`src/dlsr_pkg.sv`:
```
package dlsr_pkg;

  // ------------------------------------------------------------------
  // geometry
  // ------------------------------------------------------------------
  localparam int DLSR_NFR  = 2;
  localparam int DLSR_NEV  = 6;
  localparam int DLSR_IRQW = DLSR_NFR * DLSR_NEV;
  localparam int DLSR_AW   = 10;

  // ------------------------------------------------------------------
  // register indexes (byte address = 4 * index)
  // ------------------------------------------------------------------
  localparam logic [7:0] DLSR_IDX_RHS_A   = 8'h03;
  localparam logic [7:0] DLSR_IDX_CODE_A  = 8'h04;
  localparam logic [7:0] DLSR_IDX_RXD_A   = 8'h05;
  localparam logic [7:0] DLSR_IDX_TXS_A   = 8'h06;
  localparam logic [7:0] DLSR_IDX_RHS_B   = 8'ha3;
  localparam logic [7:0] DLSR_IDX_CODE_B  = 8'ha4;
  localparam logic [7:0] DLSR_IDX_RXD_B   = 8'ha5;
  localparam logic [7:0] DLSR_IDX_TXS_B   = 8'ha6;
  localparam logic [7:0] DLSR_IDX_IRQ_ST  = 8'h10;
  localparam logic [7:0] DLSR_IDX_IRQ_MSK = 8'h11;

  // ------------------------------------------------------------------
  // field positions
  // ------------------------------------------------------------------
  localparam int DLSR_CODE_STICKY = 7;
  localparam int DLSR_CODE_LIVE   = 6;
  localparam int DLSR_RHS_ABT     = 7;
  localparam int DLSR_RHS_CRC     = 6;
  localparam int DLSR_RHS_OVR     = 5;
  localparam int DLSR_RHS_VM      = 4;
  localparam int DLSR_RHS_EMPTY   = 3;
  localparam int DLSR_TXS_EMPTY   = 2;
  localparam int DLSR_TXS_FULL    = 1;
  localparam int DLSR_TXS_UDR     = 0;

  // interrupt event positions within one framer's group
  localparam int DLSR_EV_CODE = 0;
  localparam int DLSR_EV_ABT  = 1;
  localparam int DLSR_EV_CRC  = 2;
  localparam int DLSR_EV_OVR  = 3;
  localparam int DLSR_EV_VM   = 4;
  localparam int DLSR_EV_UDR  = 5;

  // ------------------------------------------------------------------
  // reset values and counts
  // ------------------------------------------------------------------
  localparam logic [5:0]           DLSR_CODE_RST  = 6'h3f;
  localparam logic [2:0]           DLSR_ABORT_ONES = 3'h7;
  localparam logic [DLSR_IRQW-1:0] DLSR_MASK_RST  = 12'h000;

  // ------------------------------------------------------------------
  // types
  // ------------------------------------------------------------------
  typedef enum logic [1:0] {
    DLSR_WB_IDLE = 2'b01,
    DLSR_WB_ACK  = 2'b10
  } dlsr_wb_e;

  typedef struct packed {
    logic       code_live;
    logic       code_valid;
    logic [5:0] code_word;
    logic       rx_bit;
    logic       rx_bit_en;
    logic       crc_err;
    logic       overrun;
    logic       valid_msg;
    logic       rx_fifo_empty;
    logic [7:0] rx_fifo_data;
    logic       tx_full;
    logic       tx_empty;
    logic       tx_underrun;
  } dlsr_fr_in_s;

  typedef struct packed {
    logic [7:0]          code;
    logic [7:0]          rhs;
    logic [7:0]          txs;
    logic [DLSR_NEV-1:0] ev;
  } dlsr_chan_st_s;

endpackage : dlsr_pkg

```
`src/dlsr_chan.sv`:
```
`timescale 1ns/10ps
module dlsr_chan
  import dlsr_pkg::*;
(
  input  wire logic          clk_i,
  input  wire logic          rst_i,
  input  wire dlsr_fr_in_s   fr_i,
  input  wire logic          rd_code_i,
  input  wire logic          rd_rhs_i,
  input  wire logic          rd_txs_i,
  output dlsr_chan_st_s      st_o
);

  logic       code_sticky_ff, nxt_code_sticky;
  logic [5:0] code_word_ff,   nxt_code_word;
  logic       live_ff,        nxt_live;
  logic [2:0] ones_ff,        nxt_ones;
  logic       abt_ff,  nxt_abt;
  logic       crc_ff,  nxt_crc;
  logic       ovr_ff,  nxt_ovr;
  logic       vm_ff,   nxt_vm;
  logic       udr_ff,  nxt_udr;
  logic       abt_ev;

  // ------------------------------------------------------------------
  // next state; every sticky flag lets a same-cycle event beat the clear
  // ------------------------------------------------------------------
  always_comb begin
    nxt_ones = ones_ff;
    abt_ev   = 1'b0;
    if (fr_i.rx_bit_en) begin
      if (fr_i.rx_bit) begin
        if (ones_ff != DLSR_ABORT_ONES) begin
          nxt_ones = ones_ff + 3'h1;
        end
        abt_ev = (ones_ff == DLSR_ABORT_ONES - 3'h1);
      end else begin
        nxt_ones = 3'h0;
      end
    end
    nxt_live        = fr_i.code_live;
    nxt_code_sticky = (code_sticky_ff & ~rd_code_i) | fr_i.code_live;
    nxt_code_word   = fr_i.code_valid ? fr_i.code_word : code_word_ff;
    nxt_abt = (abt_ff & ~rd_rhs_i) | abt_ev;
    nxt_crc = (crc_ff & ~rd_rhs_i) | fr_i.crc_err;
    nxt_ovr = (ovr_ff & ~rd_rhs_i) | fr_i.overrun;
    nxt_vm  = (vm_ff  & ~rd_rhs_i) | fr_i.valid_msg;
    nxt_udr = (udr_ff & ~rd_txs_i) | fr_i.tx_underrun;
  end

  always_ff @(posedge clk_i) begin
    if (rst_i) begin
      code_sticky_ff <= 1'b0;
      code_word_ff   <= DLSR_CODE_RST;
      live_ff        <= 1'b0;
      ones_ff        <= 3'h0;
      abt_ff         <= 1'b0;
      crc_ff         <= 1'b0;
      ovr_ff         <= 1'b0;
      vm_ff          <= 1'b0;
      udr_ff         <= 1'b0;
    end else begin
      code_sticky_ff <= nxt_code_sticky;
      code_word_ff   <= nxt_code_word;
      live_ff        <= nxt_live;
      ones_ff        <= nxt_ones;
      abt_ff         <= nxt_abt;
      crc_ff         <= nxt_crc;
      ovr_ff         <= nxt_ovr;
      vm_ff          <= nxt_vm;
      udr_ff         <= nxt_udr;
    end
  end

  // ------------------------------------------------------------------
  // register images; live bits come straight from the framer
  // ------------------------------------------------------------------
  always_comb begin
    st_o = '0;
    st_o.code[DLSR_CODE_STICKY] = code_sticky_ff;
    st_o.code[DLSR_CODE_LIVE]   = fr_i.code_live;
    st_o.code[5:0]              = code_word_ff;
    st_o.rhs[DLSR_RHS_ABT]      = abt_ff;
    st_o.rhs[DLSR_RHS_CRC]      = crc_ff;
    st_o.rhs[DLSR_RHS_OVR]      = ovr_ff;
    st_o.rhs[DLSR_RHS_VM]       = vm_ff;
    st_o.rhs[DLSR_RHS_EMPTY]    = fr_i.rx_fifo_empty;
    st_o.txs[DLSR_TXS_EMPTY]    = fr_i.tx_empty;
    st_o.txs[DLSR_TXS_FULL]     = fr_i.tx_full;
    st_o.txs[DLSR_TXS_UDR]      = udr_ff;
    st_o.ev[DLSR_EV_CODE]       = fr_i.code_live & ~live_ff;
    st_o.ev[DLSR_EV_ABT]        = abt_ev;
    st_o.ev[DLSR_EV_CRC]        = fr_i.crc_err;
    st_o.ev[DLSR_EV_OVR]        = fr_i.overrun;
    st_o.ev[DLSR_EV_VM]         = fr_i.valid_msg;
    st_o.ev[DLSR_EV_UDR]        = fr_i.tx_underrun;
  end

endmodule : dlsr_chan

```
`src/dlsr_irq.sv`:
```
`timescale 1ns/10ps
module dlsr_irq
  import dlsr_pkg::*;
(
  input  wire logic                 clk_i,
  input  wire logic                 rst_i,
  input  wire logic [DLSR_IRQW-1:0] ev_i,
  input  wire logic                 wr_st_i,
  input  wire logic                 wr_mask_i,
  input  wire logic [DLSR_IRQW-1:0] wdat_i,
  input  wire logic [1:0]           be_i,
  output logic      [DLSR_IRQW-1:0] st_o,
  output logic      [DLSR_IRQW-1:0] mask_o,
  output logic                      irq_o
);

  logic [DLSR_IRQW-1:0] st_ff, nxt_st;
  logic [DLSR_IRQW-1:0] mask_ff, nxt_mask;
  logic [DLSR_IRQW-1:0] lane;

  // ------------------------------------------------------------------
  // write-one-to-clear status, byte-lane gated; set beats clear
  // ------------------------------------------------------------------
  always_comb begin
    for (int i = 0; i < DLSR_IRQW; i++) begin
      lane[i] = be_i[i / 8];
    end
    nxt_st   = (st_ff & ~(wdat_i & lane & {DLSR_IRQW{wr_st_i}})) | ev_i;
    nxt_mask = wr_mask_i ? ((mask_ff & ~lane) | (wdat_i & lane)) : mask_ff;
  end

  always_ff @(posedge clk_i) begin
    if (rst_i) begin
      st_ff   <= '0;
      mask_ff <= DLSR_MASK_RST;
    end else begin
      st_ff   <= nxt_st;
      mask_ff <= nxt_mask;
    end
  end

  assign st_o   = st_ff;
  assign mask_o = mask_ff;
  assign irq_o  = |(st_ff & mask_ff);

endmodule : dlsr_irq

```
`src/dlsr_top.sv`:
```
// Function
// rx abort, crc error, overrun, valid-message flags latch; cleared by reading them.
// code bit 7 is sticky copy of live detect, cleared by reading.
// code bit 6 follows the live code detector in real time.
// code word in bits 5..0, bit 0 first received, bit 5 last.
// code bits hold the last verified code until a new one verifies.
// reset loads all six code bits with ones.
// tx status bits 7..3 unassigned; read as zero here, host ignores.
// tx status bit 1 shows tx fifo full, not latched.
// tx status bit 2 shows tx fifo empty, not latched.
// reading rx fifo data returns oldest byte, msb in bit 7, then advances.
// tx underrun bit 0 latches; cleared by reading tx status.
// abort flag sets on seven or more consecutive received ones.
//
// Design decision made here: the Wishbone slave port.
`timescale 1ns/10ps
module dlsr_top
  import dlsr_pkg::*;
(
  input  wire logic                        clk_i,
  input  wire logic                        rst_i,
  input  wire logic                        cyc_i,
  input  wire logic                        stb_i,
  input  wire logic                        we_i,
  input  wire logic [DLSR_AW-1:0]          adr_i,
  input  wire logic [31:0]                 dat_i,
  input  wire logic [3:0]                  sel_i,
  output logic      [31:0]                 dat_o,
  output logic                             ack_o,
  input  wire dlsr_fr_in_s [DLSR_NFR-1:0]  fr_i,
  output logic      [DLSR_NFR-1:0]         rx_fifo_pop_o,
  output logic                             irq_o
);

  // ------------------------------------------------------------------
  // declarations
  // ------------------------------------------------------------------
  dlsr_wb_e                 wb_state_ff, nxt_wb_state;
  logic [31:0]              dat_ff, nxt_dat;
  logic                     take;
  logic                     rd_take;
  logic                     wr_take;
  logic [7:0]               idx;
  logic [7:0]               rdata;
  logic                     hit;
  logic [DLSR_NFR-1:0]      rd_code;
  logic [DLSR_NFR-1:0]      rd_rhs;
  logic [DLSR_NFR-1:0]      rd_txs;
  logic [DLSR_NFR-1:0]      rd_rxd;
  logic                     sel_irq_st;
  logic                     sel_irq_mask;
  logic                     wr_irq_st;
  logic                     wr_irq_mask;
  dlsr_chan_st_s            chan_st [DLSR_NFR];
  logic [DLSR_IRQW-1:0]     ev_all;
  logic [DLSR_IRQW-1:0]     irq_st;
  logic [DLSR_IRQW-1:0]     irq_mask;

  // ------------------------------------------------------------------
  // bus handshake
  // ------------------------------------------------------------------
  // one request is taken per idle cycle; ack follows one cycle later and
  // drops the cycle after, so a strobe still held in the ack cycle is not taken twice
  assign take    = cyc_i & stb_i & (wb_state_ff == DLSR_WB_IDLE);
  assign rd_take = take & ~we_i;
  assign wr_take = take &  we_i;
  assign idx     = adr_i[DLSR_AW-1:2];

  always_comb begin
    nxt_wb_state = wb_state_ff;
    case (wb_state_ff)
      DLSR_WB_IDLE: begin
        if (take) begin
          nxt_wb_state = DLSR_WB_ACK;
        end
      end
      DLSR_WB_ACK: begin
        nxt_wb_state = DLSR_WB_IDLE;
      end
      default: begin
        nxt_wb_state = DLSR_WB_IDLE;
      end
    endcase
  end

  // ------------------------------------------------------------------
  // address decode
  // ------------------------------------------------------------------
  // unmapped indexes still ack and read zero, so a stray access never hangs
  always_comb begin
    rd_code      = '0;
    rd_rhs       = '0;
    rd_txs       = '0;
    rd_rxd       = '0;
    sel_irq_st   = 1'b0;
    sel_irq_mask = 1'b0;
    rdata        = 8'h00;
    hit          = 1'b1;
    if (idx == DLSR_IDX_RHS_A) begin
      rd_rhs[0] = 1'b1;
      rdata     = chan_st[0].rhs;
    end else if (idx == DLSR_IDX_CODE_A) begin
      rd_code[0] = 1'b1;
      rdata      = chan_st[0].code;
    end else if (idx == DLSR_IDX_RXD_A) begin
      rd_rxd[0] = 1'b1;
      rdata     = fr_i[0].rx_fifo_data;
    end else if (idx == DLSR_IDX_TXS_A) begin
      rd_txs[0] = 1'b1;
      rdata     = chan_st[0].txs;
    end else if (idx == DLSR_IDX_RHS_B) begin
      rd_rhs[1] = 1'b1;
      rdata     = chan_st[1].rhs;
    end else if (idx == DLSR_IDX_CODE_B) begin
      rd_code[1] = 1'b1;
      rdata      = chan_st[1].code;
    end else if (idx == DLSR_IDX_RXD_B) begin
      rd_rxd[1] = 1'b1;
      rdata     = fr_i[1].rx_fifo_data;
    end else if (idx == DLSR_IDX_TXS_B) begin
      rd_txs[1] = 1'b1;
      rdata     = chan_st[1].txs;
    end else if (idx == DLSR_IDX_IRQ_ST) begin
      sel_irq_st = 1'b1;
    end else if (idx == DLSR_IDX_IRQ_MSK) begin
      sel_irq_mask = 1'b1;
    end else begin
      hit = 1'b0;
    end
  end

  // ------------------------------------------------------------------
  // read data capture
  // ------------------------------------------------------------------
  // the image is caught at the same edge that clears the read-sensitive
  // flags, so software sees the values that the clear removed
  always_comb begin
    nxt_dat = dat_ff;
    if (rd_take) begin
      if (sel_irq_st) begin
        nxt_dat = {{(32 - DLSR_IRQW){1'b0}}, irq_st};
      end else if (sel_irq_mask) begin
        nxt_dat = {{(32 - DLSR_IRQW){1'b0}}, irq_mask};
      end else if (hit) begin
        nxt_dat = {24'h000000, rdata};
      end else begin
        nxt_dat = 32'h00000000;
      end
    end
  end

  always_ff @(posedge clk_i) begin
    if (rst_i) begin
      wb_state_ff <= DLSR_WB_IDLE;
      dat_ff      <= 32'h00000000;
    end else begin
      wb_state_ff <= nxt_wb_state;
      dat_ff      <= nxt_dat;
    end
  end

  assign ack_o = (wb_state_ff == DLSR_WB_ACK);
  assign dat_o = dat_ff;

  // ------------------------------------------------------------------
  // read side effects
  // ------------------------------------------------------------------
  // popping an empty fifo is suppressed rather than left to the fifo
  always_comb begin
    for (int f = 0; f < DLSR_NFR; f++) begin
      rx_fifo_pop_o[f] = rd_take & rd_rxd[f] & ~fr_i[f].rx_fifo_empty;
    end
  end

  // ------------------------------------------------------------------
  // framer channels
  // ------------------------------------------------------------------
  for (genvar g = 0; g < DLSR_NFR; g++) begin : g_chan
    dlsr_chan u_chan (
      .clk_i     (clk_i),
      .rst_i     (rst_i),
      .fr_i      (fr_i[g]),
      .rd_code_i (rd_take & rd_code[g]),
      .rd_rhs_i  (rd_take & rd_rhs[g]),
      .rd_txs_i  (rd_take & rd_txs[g]),
      .st_o      (chan_st[g])
    );
    assign ev_all[g*DLSR_NEV +: DLSR_NEV] = chan_st[g].ev;
  end

  // ------------------------------------------------------------------
  // interrupt status and mask
  // ------------------------------------------------------------------
  assign wr_irq_st   = wr_take & sel_irq_st;
  assign wr_irq_mask = wr_take & sel_irq_mask;

  dlsr_irq u_irq (
    .clk_i     (clk_i),
    .rst_i     (rst_i),
    .ev_i      (ev_all),
    .wr_st_i   (wr_irq_st),
    .wr_mask_i (wr_irq_mask),
    .wdat_i    (dat_i[DLSR_IRQW-1:0]),
    .be_i      (sel_i[1:0]),
    .st_o      (irq_st),
    .mask_o    (irq_mask),
    .irq_o     (irq_o)
  );

endmodule : dlsr_top

```
`config.mk`:
```
export PLATFORM = sky130hd
export DESIGN_NAME = dlsr_top
export DESIGN_NICKNAME = d
export VERILOG_FILES = /design/src/dlsr_pkg.sv /design/src/dlsr_chan.sv /design/src/dlsr_irq.sv /design/src/dlsr_top.sv
export SDC_FILE = /design/constraint.sdc
export NUM_CORES = 1
export LEC_CHECK = 0
export BUFFER_PORTS_ARGS = -buffer_cell sky130_fd_sc_hd__buf_2
export CORE_MARGIN = 2
export CORE_UTILIZATION = 35
export CTS_CLUSTER_SIZE = 12
export DETAILED_ROUTE_END_ITERATION = 10
export REMOVE_ABC_BUFFERS = 1
export SLEW_MARGIN = 20
export SYNTH_ARGS = -nofsm -noshare
export SYNTH_HDL_FRONTEND = slang
export SYNTH_SLANG_ARGS = --single-unit
```
`constraint.sdc`:
```
create_clock -name clk_i -period 1.9 [get_ports clk_i]
set_input_delay 0.285 -clock clk_i [delete_from_list [all_inputs] [get_ports clk_i]]
set_output_delay 0.285 -clock clk_i [all_outputs]
set_load 0.02 [all_outputs]
```
== Word-level counts from Yosys, hierarchy flattened ==
Index checks and enable logic that the tools add are counted.
Word-level totals
  register bits after elaboration: 90
  logic and storage cells: 186
  input port bits: 101
  output and inout bits: 36
Cells by class
  add/sub/neg operators: 2
  mux-type cells: 77
  reduce and logical (&&, ||, !) cells: 4
  eq/ne operators: 18
  bitwise operators: 63
Operators with widths (number)
  8-bit 2-to-1 mux: 8
  12-bit AND: 5
  1-bit 2-to-1 mux: 56
  8-bit equality test (second input constant): 4
  1-bit AND: 30
  8-bit by 3-bit equality test with 1-bit output (second input constant): 3
  12-bit 2-to-1 mux: 2
  12-bit inverter: 2
  12-bit bitwise OR: 2
  8-bit by 5-bit equality test with 1-bit output (second input constant): 2
  3-bit 2-to-1 mux: 5
  2-bit 2-to-1 mux: 6
  1-bit inverter: 12
  1-bit bitwise OR: 12
  12-bit OR reduction: 1
  8-bit by 2-bit equality test with 1-bit output (second input constant): 1
  3-bit by 1-bit adder with 3-bit output (second input constant): 2
  3-bit equality test (second input constant): 2
  3-bit inequality test (second input constant): 2
  2-bit by 1-bit inequality test with 1-bit output (second input constant): 2
  2-bit AND reduction: 2
  2-bit by 1-bit equality test with 1-bit output (second input constant): 1
  2-bit equality test (second input constant): 1
  2-bit OR reduction: 1

== Longest topological paths before layout ==
Gate-level depths: netlist of run 1.
  depth after elaboration: 15
  mapped depth: 7
  gate-level depth less buffers: 6

== By module ==
Synthesis of run 1 repeated with hierarchy kept, for this count alone.
Second synthesis, totals
  cell total of the unflattened synthesis: 508
  area total of the unflattened synthesis: 4375.4 um^2
By module, submodules not included
  dlsr_top: seq. area each 280.3 um^2, cells an instance 218, times used 1, area each 1759.2 um^2
  dlsr_chan: seq. area each 320.3 um^2, cells an instance 89, times used 2, area each 844.6 um^2
  dlsr_irq: seq. area each 480.5 um^2, cells an instance 112, times used 1, area each 927.1 um^2

== Worst setup path after synthesis of run 1 ==
No wires, ideal clock.
  path kind: in2out
  from: input adr_i[3]
  to: output rx_fifo_pop_o[0]
  path buffers: 1
  setup slack: -0.280 ns
  stages: 5
  required time: 1.615 ns
  arrival: 1.895 ns
  path through: buf_2 -> or3b_2 -> nor2_8 -> nand2_1 -> nor4_1
Between the ends
  word-level cells in the longest chain between the ends: 6
  elaborated cells between the ends (all ways): 8
  those cells by class: eq/ne (3); mux (3); bitwise (2)
Ends and longest elaborated chain
  from (decl): line dlsr_top.sv:25  | input wire logic [DLSR_AW-1:0] adr_i,
  8-bit by 3-bit equality test with 1-bit output: line dlsr_top.sv:105  | end else if (idx == DLSR_IDX_RXD_A) begin
  1-bit 2-to-1 mux: line dlsr_top.sv:105
  2-bit 2-to-1 mux: line dlsr_top.sv:102  | end else if (idx == DLSR_IDX_CODE_A) begin
  2-bit 2-to-1 mux (*): line dlsr_top.sv:99  | if (idx == DLSR_IDX_RHS_A) begin
  1-bit AND (*) (2 in series): line dlsr_top.sv:171  | rx_fifo_pop_o[f] = rd_take & rd_rxd[f] & ~fr_i[f].rx_fifo_empty;
  to (decl): line dlsr_top.sv:31  | output logic [DLSR_NFR-1:0] rx_fifo_pop_o,
Mark *: on every way between the ends. The rest lies on a longest branch, timed or not.

== Worst setup path in the final report of run 1 ==
  from: register wb_state_ff[1]
  to: output rx_fifo_pop_o[1]
Between the ends
  word-level cells in the longest chain between the ends: 5
Ends and longest elaborated chain
  from (decl): line dlsr_top.sv:38  | dlsr_wb_e wb_state_ff, nxt_wb_state;
  from (signal assigned): line dlsr_top.sv:157  | wb_state_ff <= nxt_wb_state;
  2-bit by 1-bit equality test with 1-bit output: line dlsr_top.sv:64  | assign take = cyc_i & stb_i & (wb_state_ff == DLSR_WB_IDLE);
  1-bit AND: line dlsr_top.sv:64
  1-bit AND: line dlsr_top.sv:65  | assign rd_take = take & ~we_i;
  1-bit AND (2 in series): line dlsr_top.sv:171
Every way passes these cells.

==> flow_summary_export.csv, run 1 <==
group,metric,value,unit
sta,skew,0.01417,ns
routing,wl_per_cell,15.84,µm
critical_path,path_cells,"nand4b_1, nor2_1, buf_4, nand2_4, nor4_4, buf_4",
sta,setup_ws,-0.08393,ns
synth,ys_types,55,
die,start_util,36.08,%
sta,setup_violations,2,
clock_network,cts.clk_slew.worst_paths,0.08,ns
clock_network,cts_hold_buf,0,
pwr,ir_worst_vdd,0.0003586,V
synth,synth_flop_cell,"dfxtp_1",
critical_path,slowest_delay,0.32,ns
sta,worst_pin_slew,0.5149,ns
critical_path,crit_path_frequent_cell,"buf_4",
critical_path,cp-end-kind,"output pin",
finish,layout_common_cells,"buf_2, dfxtp_1, nor2_1",
global_route,grt_use_total,19.46,%
clock_network,cts.sinks,70,
sta,fin_hold_ws,0.1313,ns
routing,vias,3544,
synth,ys_seq_area_share,37.62,%
routing,ant_nets,0,
die,rows,37,
finish,diodes,0,
critical_path,cp.arrival,1.70,ns
sta,hold_violations,0,
synth,synth-async-reset-ratio,0,%
sta,fmax,0.5041,GHz
clock_network,cts_made_buffers,9,
synth,yosysWarningCount,0,
routing,detailedRoute.firstIterationViolations,206,
routing,dr.pass1.iters,4,
global_route,grt_pass1_wl,17.04,mm
critical_path,worstSetupPathType,"register to output pin",
finish,fin_nets,658,
finish,final_cells,691,
die,die_w,107.2,µm
die,ios,137,
routing,routed_wl,10.95,mm
global_route,grt_overflow,0,
global_route,grt_start_max_net_pins,35,
critical_path,regToRegSetupSlack,0.22,ns
critical_path,path_max_fanout,3,
critical_path,startpoint_type,"register",
synth,synth_area,3725,µm²
worst_hold_path,worstHoldPathType,"input pin to register",
global_route,antenna_found_initial,1,
critical_path,cp.required,1.62,ns
finish,drive_above_1_share,31.89,%
sta,final_max_slew_viol_count,0,
die,die-area,11480,µm²
sta,maxSlewHeadroom,65.67,%
pwr,power_density,697.5,nW/µm²
place,hpwl,8.409,mm
synth,synth_cells,437,
clock_network,htree_levels,3,
global_route,grt_pass1_vias,3426,
clock_network,clk_path_buf_depth,2,
sta,timing.final.crit_share,104.4,%
run_status,violations,"setup timing",
synth,synth_edf_count,0,
finish,layout_commonest_cell,"buf_2",
pwr,power_leakage,2.083,nW
place,post-place-cells,675,
synth,synth.avg_cell_area,8.524,µm²
critical_path,critPathSlowestCell,"dfxtp_2",
sta,period_needed,1.984,ns
flow_run,maxCapViolations,0,
clock_network,cts_tree,"built",
synth,ys_ff_latch,70,
routing,avgViaCountPerCell,5.129,
place,io_buffers,92,
die,core-area,10320,µm²
sta,rsz0062_at_grt,"yes",
clock_network,clkLatencyLatePin,0.36,ns
die,die_h,107.2,µm
finish,syn_to_final_growth,26.03,%
routing,drcViolationCount,0,
clock_network,cts-root-buf,"clkbuf_8",
run_status,status,"complete, but fails checks",
place,place_congestion,0.8420,
[where the power goes]
part	leakage [nW]	internal, W	switching [W]
Clock	0.0919	0.000608	0.000623
Sequential	0.576	0.00153	0.0000383
Combinational	1.41	0.000201	0.000273
Total	2.08	0.00234	0.000935
[critical path: cells and delay by family, from the launching register on]
kind / cells / cell delay (ns)
buffers and inverters: 2 / 0.35
DFF: 1 / 0.32
and+or+nand+nor: 4 / 0.67
[logic make-up (layout without fill, tap and decap cells)]
group                      Yosys count  count (layout)  share of synthesized area (%)
buffers and inverters               75             174                          10.08
other                                1              20                         0.1007
and+or+nand+nor                    129             129                          19.58
DFF                                 70              70                          37.62
xor gates and xnor gates             1               1                         0.2352
muxes                               32              32                          9.002
adders and majority gates            6               6                          2.015
AOI/OAI and AO/OA                  123             123                          21.36
[layout make-up]
type	instances	area, µm²
Clock inverter	6	71.32
Fill cell	1012	5629
Timing Repair Buffer	128	735.7
Multi-Input combinational cell	311	2074
Sequential cell	70	1403
Inverter	31	116.4
Tap cell	136	170.2
Clock buffer	9	123.9
[layer usage]
metal | track usage (%) | wire length (µm)
met3 | 3.465 | 640
met4 | 9.462 | 315
met2 | 32.87 | 5370
met5 | 0 | 0
met1 | 23.78 | 4620
[through the flow]
stage,cell area [µm²],total power (W),util [%],setup WS [ns],setup TNS [ns]
after floorplan,3537,0.001816,-,-0.3060,-0.4032
after global routing,4695,0.003415,45.47,-0.1630,-0.2658
after CTS,4662,0.003291,45.16,-0.08142,-0.1581
after global placement,4431,0.002057,42.92,-0.09934,-0.09934
after detailed placement,4431,0.002067,42.92,-0.1376,-0.1433
final,4695,0.003274,45.47,-0.08393,-0.08719
[synth_stat cells (2+ instances only)]
| cell | instances | area [µm²] |
|---|---|---|
| nand4_1 | 3 | 18.77 |
| o21ai_0 | 24 | 120.1 |
| nand2_1 | 16 | 60.06 |
| nand2b_1 | 7 | 43.79 |
| or3_1 | 2 | 12.51 |
| buf_1 | 2 | 7.510 |
| a22oi_1 | 10 | 75.07 |
| mux2_2 | 12 | 135.1 |
| or4_1 | 2 | 15.01 |
| or2_2 | 3 | 18.77 |
| nor3_1 | 11 | 55.05 |
| a22o_1 | 4 | 35.03 |
| nor2b_1 | 15 | 93.84 |
| nor2_1 | 44 | 165.2 |
| clkbuf_1 | 12 | 45.04 |
| o2111ai_1 | 2 | 17.52 |
| o41ai_1 | 4 | 35.03 |
| nand3_1 | 10 | 50.05 |
| a21oi_1 | 39 | 195.2 |
| mux2i_1 | 20 | 200.2 |
| buf_2 | 9 | 45.04 |
| o22ai_1 | 6 | 37.54 |
| o211ai_1 | 4 | 30.03 |
| buf_4 | 20 | 150.1 |
| a31oi_1 | 8 | 50.05 |
| dfxtp_1 | 70 | 1401 |
| inv_1 | 31 | 116.4 |
| ha_1 | 6 | 75.07 |
| nor4_1 | 2 | 12.51 |
| a221oi_1 | 3 | 26.28 |
| a211o_1 | 12 | 105.1 |
[worst paths after layout]
path	end	start	cells after the start
setup / recovery	rx_fifo_pop_o[1]	wb_state_ff[1]$_SDFFE_PP0P_	6
hold / removal	g_chan[0].u_chan.code_word_ff[2]$_SDFFE_PP1P_	fr_i[19]	2
setup reg to reg	u_irq.st_o[4]$_SDFF_PP0_	wb_state_ff[1]$_SDFFE_PP0P_	5
hold reg to reg	dat_o[3]$_SDFFE_PP0P_	dat_o[3]$_SDFFE_PP0P_	2
[repair_timing]
action,CTS,global route
endpoints found under the setup margin,2,3
resized for setup,8,5
pin swaps,2,3
setup buffers,0,1
Power figures use the tool's default switching activity.
==> run 2, diff against run 1 <==
--- a/config.mk
+++ b/config.mk
@@ -13,2 +13,3 @@
 export REMOVE_ABC_BUFFERS = 1
+export SETUP_SLACK_MARGIN = 0.05
 export SLEW_MARGIN = 20
--- a/constraint.sdc
+++ b/constraint.sdc
@@ -3,2 +3,2 @@
 set_output_delay 0.285 -clock clk_i [all_outputs]
-set_load 0.02 [all_outputs]
+set_load 0.005 [all_outputs]
==> run 2 against run 1 <==
Compared with the run above: the run now ends clean; final cell count increased by 0.43%; fmax rose by 7.2%; non-clock buffer count up 2; die area stayed put; highest routed layer unchanged; power is 5.3% lower.
==> flow_summary_export.csv, run 2 (synthesized netlist as in run 1, its figures left out) <==
group,metric,value,unit
sta,tns,0,ns
critical_path,cp-end-kind,"output pin",
die,die_h,107.2,µm
sta,hold_violations,0,
die,die_w,107.2,µm
clock_network,clk_path_buf_depth,2,
clock_network,cts.clk_slew.worst_paths,0.07,ns
critical_path,cp.required,1.62,ns
clock_network,clkLatencyLatePin,0.35,ns
die,core-area,10320,µm²
sta,setup_ws,0.04975,ns
critical_path,startpoint_type,"input pin",
routing,dr.pass1.iters,4,
finish,fin_nets,660,
critical_path,crit_path_frequent_cell,"buf_2",
sta,setup_violations,0,
sta,final_max_slew_viol_count,0,
routing,drcViolationCount,0,
sta,skew,0.008501,ns
sta,period_needed,1.850,ns
critical_path,critPathBufInv,3,
finish,drive_above_1_share,32.08,%
finish,layout_common_cells,"buf_2, dfxtp_1, nor2_1",
routing,avgViaCountPerCell,5.095,
sta,rsz0062_at_grt,"yes",
clock_network,cts_made_buffers,9,
routing,vias,3536,
finish,syn_to_final_growth,25.76,%
run_status,status,"complete, no violations",
finish,layout_commonest_cell,"buf_2",
die,rows,37,
global_route,grt_overflow,0,
global_route,grt_pass1_vias,3546,
place,place_congestion,0.8616,
pwr,power_leakage,2.086,nW
place,hpwl,8.346,mm
sta,fin_hold_ws,0.1454,ns
sta,timing.final.crit_share,97.38,%
critical_path,path_max_fanout,6,
critical_path,path_delay_family,"simple AND/OR/NAND/NOR gates",
global_route,grt_start_max_net_pins,34,
die,die-area,11480,µm²
critical_path,critPathSlowestCell,"or3b_2",
flow_run,maxCapViolations,0,
global_route,grt_pass1_wl,17.02,mm
worst_hold_path,worstHoldPathType,"input pin to register",
critical_path,path_cells,"buf_2, or3b_2, buf_4, nor4_4, buf_2",
die,ios,137,
critical_path,worstSetupPathType,"input pin to output pin",
clock_network,cts_hold_buf,0,
routing,ant_nets,0,
pwr,power_density,662.0,nW/µm²
clock_network,cts_tree,"built",
clock_network,cts.sinks,70,
place,place_ws,-0.07698,ns
critical_path,cp.arrival,1.57,ns
place,io_buffers,92,
routing,wl_per_cell,15.19,µm
global_route,grt_use_total,19.05,%
clock_network,cts-root-buf,"clkbuf_8",
routing,routed_wl,10.54,mm
clock_network,htree_levels,3,
finish,diodes,0,
critical_path,slowest_delay,0.53,ns
die,start_util,36.08,%
routing,detailedRoute.firstIterationViolations,168,
pwr,ir_worst_vdd,0.0003398,V
global_route,antenna_found_initial,0,
sta,fmax,0.5405,GHz
[run 2: cell count changes in the layout (fill, tap and decap cells not counted)]
| cell | change |
|---|---|
| bufinv_16 | -1 |
| clkbuf_1 | +1 |
| clkinv_2 | +2 |
| buf_2 | +2 |
| clkinv_4 | -2 |
| clkbuf_8 | +1 |
[run 2: worst paths after layout]
check | start | endpoint | slack [ns] | depth (start not counted)
max reg2reg | wb_state_ff[1]$_SDFFE_PP0P_ | u_irq.st_o[7]$_SDFF_PP0_ | 0.22 | 5
min | fr_i[19] | g_chan[0].u_chan.code_word_ff[2]$_SDFFE_PP1P_ | 0.15 | 2
min reg2reg | dat_o[3]$_SDFFE_PP0P_ | dat_o[3]$_SDFFE_PP0P_ | 0.46 | 2
max | adr_i[4] | rx_fifo_pop_o[1] | 0.05 | 5
[run 2: final cells by class]
type / count / area [µm²]
Fill cell: 1028 / 5639
Multi-Input combinational cell: 311 / 2074
Sequential cell: 70 / 1403
Timing Repair Buffer: 130 / 745.7
Tap cell: 136 / 170.2
Clock buffer: 11 / 141.4
Inverter: 31 / 116.4
Clock inverter: 5 / 33.78
[run 2: layer usage]
metal  share of wire (%)  global-route usage (%)  vias up
met5                   0                       0        -
met3                 5.0                   3.891       30
met1                  43                   23.51     1649
li1                    -                       -     1757
met2                  48                   31.46      100
met4                 3.7                   9.369        0
[run 2: what timing repair did]
action | 4_1_cts | 5_1_grt
resized for setup | 7 | 4
endpoints found under the hold margin | 0 | 0
setup endpoints to repair | 2 | 3
buffers inserted | 1 | 1
pin swaps | 3 | 1
[run 2: stage by stage]
| step | util, % | area, µm² | instances | total power [W] |
|---|---|---|---|---|
| 5_1_grt | 45.38 | 4684 | 694 | 0.003258 |
| 6_report | 45.38 | 4684 | 694 | 0.003101 |
| 3_5_place_dp | 42.99 | 4438 | 676 | 0.002031 |
| 4_1_cts | 45.09 | 4654 | 693 | 0.003129 |
| 2_1_floorplan | - | 3537 | 412 | 0.001780 |
| 3_3_place_gp | 42.99 | 4438 | 676 | 0.002021 |
[run 2: where the power goes]
group          total, W  internal [W]  switching, W
Sequential      0.00157       0.00153     0.0000373
Clock           0.00110      0.000510      0.000585
Combinational  0.000438      0.000202      0.000236
Total           0.00310       0.00224      0.000858
==> run 3, diff against run 2 <==
Settings changed: CORE_ASPECT_RATIO set to 1.75.
==> run 3 against run 2 <==
Compared with the run above: wire length is 7.7% higher; core utilization rose by 1.3 points; sequential share of layout area shrank 0.77 points; final cell count fell by 1.3%; critical endpoint unchanged; critical path type is now register to output pin; fmax down 2.1%; highest routed layer unchanged.
==> flow_summary_export.csv, run 3 (synthesized netlist as in run 1, its figures left out) <==
group,metric,value,unit
finish,fin_nets,662,
place,place_congestion,0.9225,
sta,skew,0.003809,ns
die,die_w,81.98,µm
sta,setup_ws,0.01060,ns
flow_run,maxCapViolations,0,
critical_path,reg2reg_depth,5,
global_route,antenna_found_initial,0,
sta,rsz0062_at_grt,"yes",
critical_path,path_max_fanout,3,
global_route,grt_pass1_vias,3580,
clock_network,cts-root-buf,"clkbuf_16",
finish,layout_common_cells,"buf_2, dfxtp_1, nor2_1",
critical_path,cp.required,1.62,ns
routing,ant_nets,0,
sta,period_needed,1.889,ns
routing,drcViolationCount,0,
worst_hold_path,hold_path_depth,2,
critical_path,regToRegSetupSlack,0.21,ns
critical_path,cp.arrival,1.60,ns
routing,routed_wl,11.35,mm
finish,diodes,0,
finish,multiInputGateArea,2057,µm²
global_route,grt_use_total,20.26,%
clock_network,cts_tree,"built",
finish,drive_above_1_share,31.90,%
sta,tns,0,ns
routing,detailedRoute.firstIterationViolations,140,
clock_network,cts.clk_slew.worst_paths,0.05,ns
clock_network,htree_levels,3,
sta,timing.final.crit_share,99.44,%
critical_path,cp-end-kind,"output pin",
routing,vias,3568,
clock_network,clkLatencyLatePin,0.33,ns
finish,regArea,1403,µm²
worst_hold_path,worstHoldPathType,"input pin to register",
global_route,grt_start_max_net_pins,46,
critical_path,worstSetupPathType,"register to output pin",
die,ios,137,
pwr,ir_worst_vdd,0.0004560,V
routing,avgViaCountPerCell,5.209,
pwr,power_leakage,2.146,nW
global_route,grt_overflow,0,
die,die-area,11520,µm²
critical_path,startpoint_type,"register",
place,io_buffers,92,
finish,final_core_util,46.68,%
die,start_util,36.16,%
clock_network,cts_made_buffers,9,
routing,dr.pass1.iters,4,
place,post-place-cells,667,
place,place_ws,-0.04659,ns
sta,final_max_slew_viol_count,0,
finish,layout_commonest_cell,"buf_2",
finish,fill_cells,1061,
clock_network,cts_hold_buf,0,
pwr,power_density,744.8,nW/µm²
place,hpwl,9.021,mm
routing,wl_per_cell,16.57,µm
global_route,grt_pass1_wl,17.39,mm
die,rows,49,
finish,syn_to_final_growth,29.09,%
die,die_h,140.5,µm
run_status,status,"complete, no violations",
sta,hold_violations,0,
sta,setup_violations,0,
pwr,total_power,0.003581,W
clock_network,clk_path_buf_depth,2,
finish,final_cells,685,
sta,fmax,0.5293,GHz
die,core-area,10300,µm²
clock_network,cts.sinks,70,
[run 3: cell count changes in the layout (fill, tap and decap cells not counted), sizes merged]
cell / change
inv: -1
clkinv: -1
clkinvlp: -2
clkbuf: +2
buf: +2
[run 3: final cells by class]
cell class              count  share of cell area [%]
clock buffers              13                   5.621
clock inverters             1                  0.1041
inverters                  31                   2.420
multi-input cells         311                   42.78
flip-flops and latches     70                   29.17
well taps                 127                   3.305
repair buffers            132                   16.60
[run 3: critical path, stage by stage (launching register included)]
cell and delay (ns):
dfxtp_2 0.32, nand4b_1 0.19, nor2_1 0.13, buf_4 0.16
nand2_4 0.06, nor4_4 0.25, buf_2 0.15
[run 3: report_power, final]
group	internal (W)	total (W)	switching [W]
Combinational	0.000214	0.000456	0.000243
Clock	0.000973	0.00155	0.000577
Sequential	0.00153	0.00157	0.0000400
Total	0.00272	0.00358	0.000860
[run 3: routing by layer]
metal | global-route usage (%) | part of all wire (%) | vias up
li1 | - | - | 1759
met5 | 0 | 0 | -
met1 | 21.64 | 37 | 1671
met3 | 3.673 | 5.1 | 20
met4 | 11.49 | 3.6 | 0
met2 | 35.90 | 54 | 118
[run 3: repair_timing]
| item | 4_1_cts | 5_1_grt |
|---|---|---|
| pin swaps | 2 | 2 |
| cloned | 0 | 0 |
| setup endpoints to repair | 2 | 2 |
| setup buffers | 2 | 2 |
| resized for setup | 4 | 5 |
[run 3: metrics by stage]
| step | hold slack [ns] | area (µm²) |
|---|---|---|
| after CTS | 0.1559 | 4773 |
| after detailed placement | 0.4529 | 4464 |
| after global routing | 0.1556 | 4808 |
| final | 0.1650 | 4808 |
| after global placement | 0.4528 | 4464 |
| after floorplan | 0.3517 | 3537 |
[run 3: path summary, 6_finish.rpt]
check / end / from
max: rx_fifo_pop_o[1] / wb_state_ff[1]$_SDFFE_PP0P_
min: g_chan[1].u_chan.code_word_ff[3]$_SDFFE_PP1P_ / fr_i[45]
max reg2reg: u_irq.st_o[7]$_SDFF_PP0_ / wb_state_ff[1]$_SDFFE_PP0P_
min reg2reg: g_chan[1].u_chan.abt_ff$_SDFF_PP0_ / g_chan[1].u_chan.abt_ff$_SDFF_PP0_
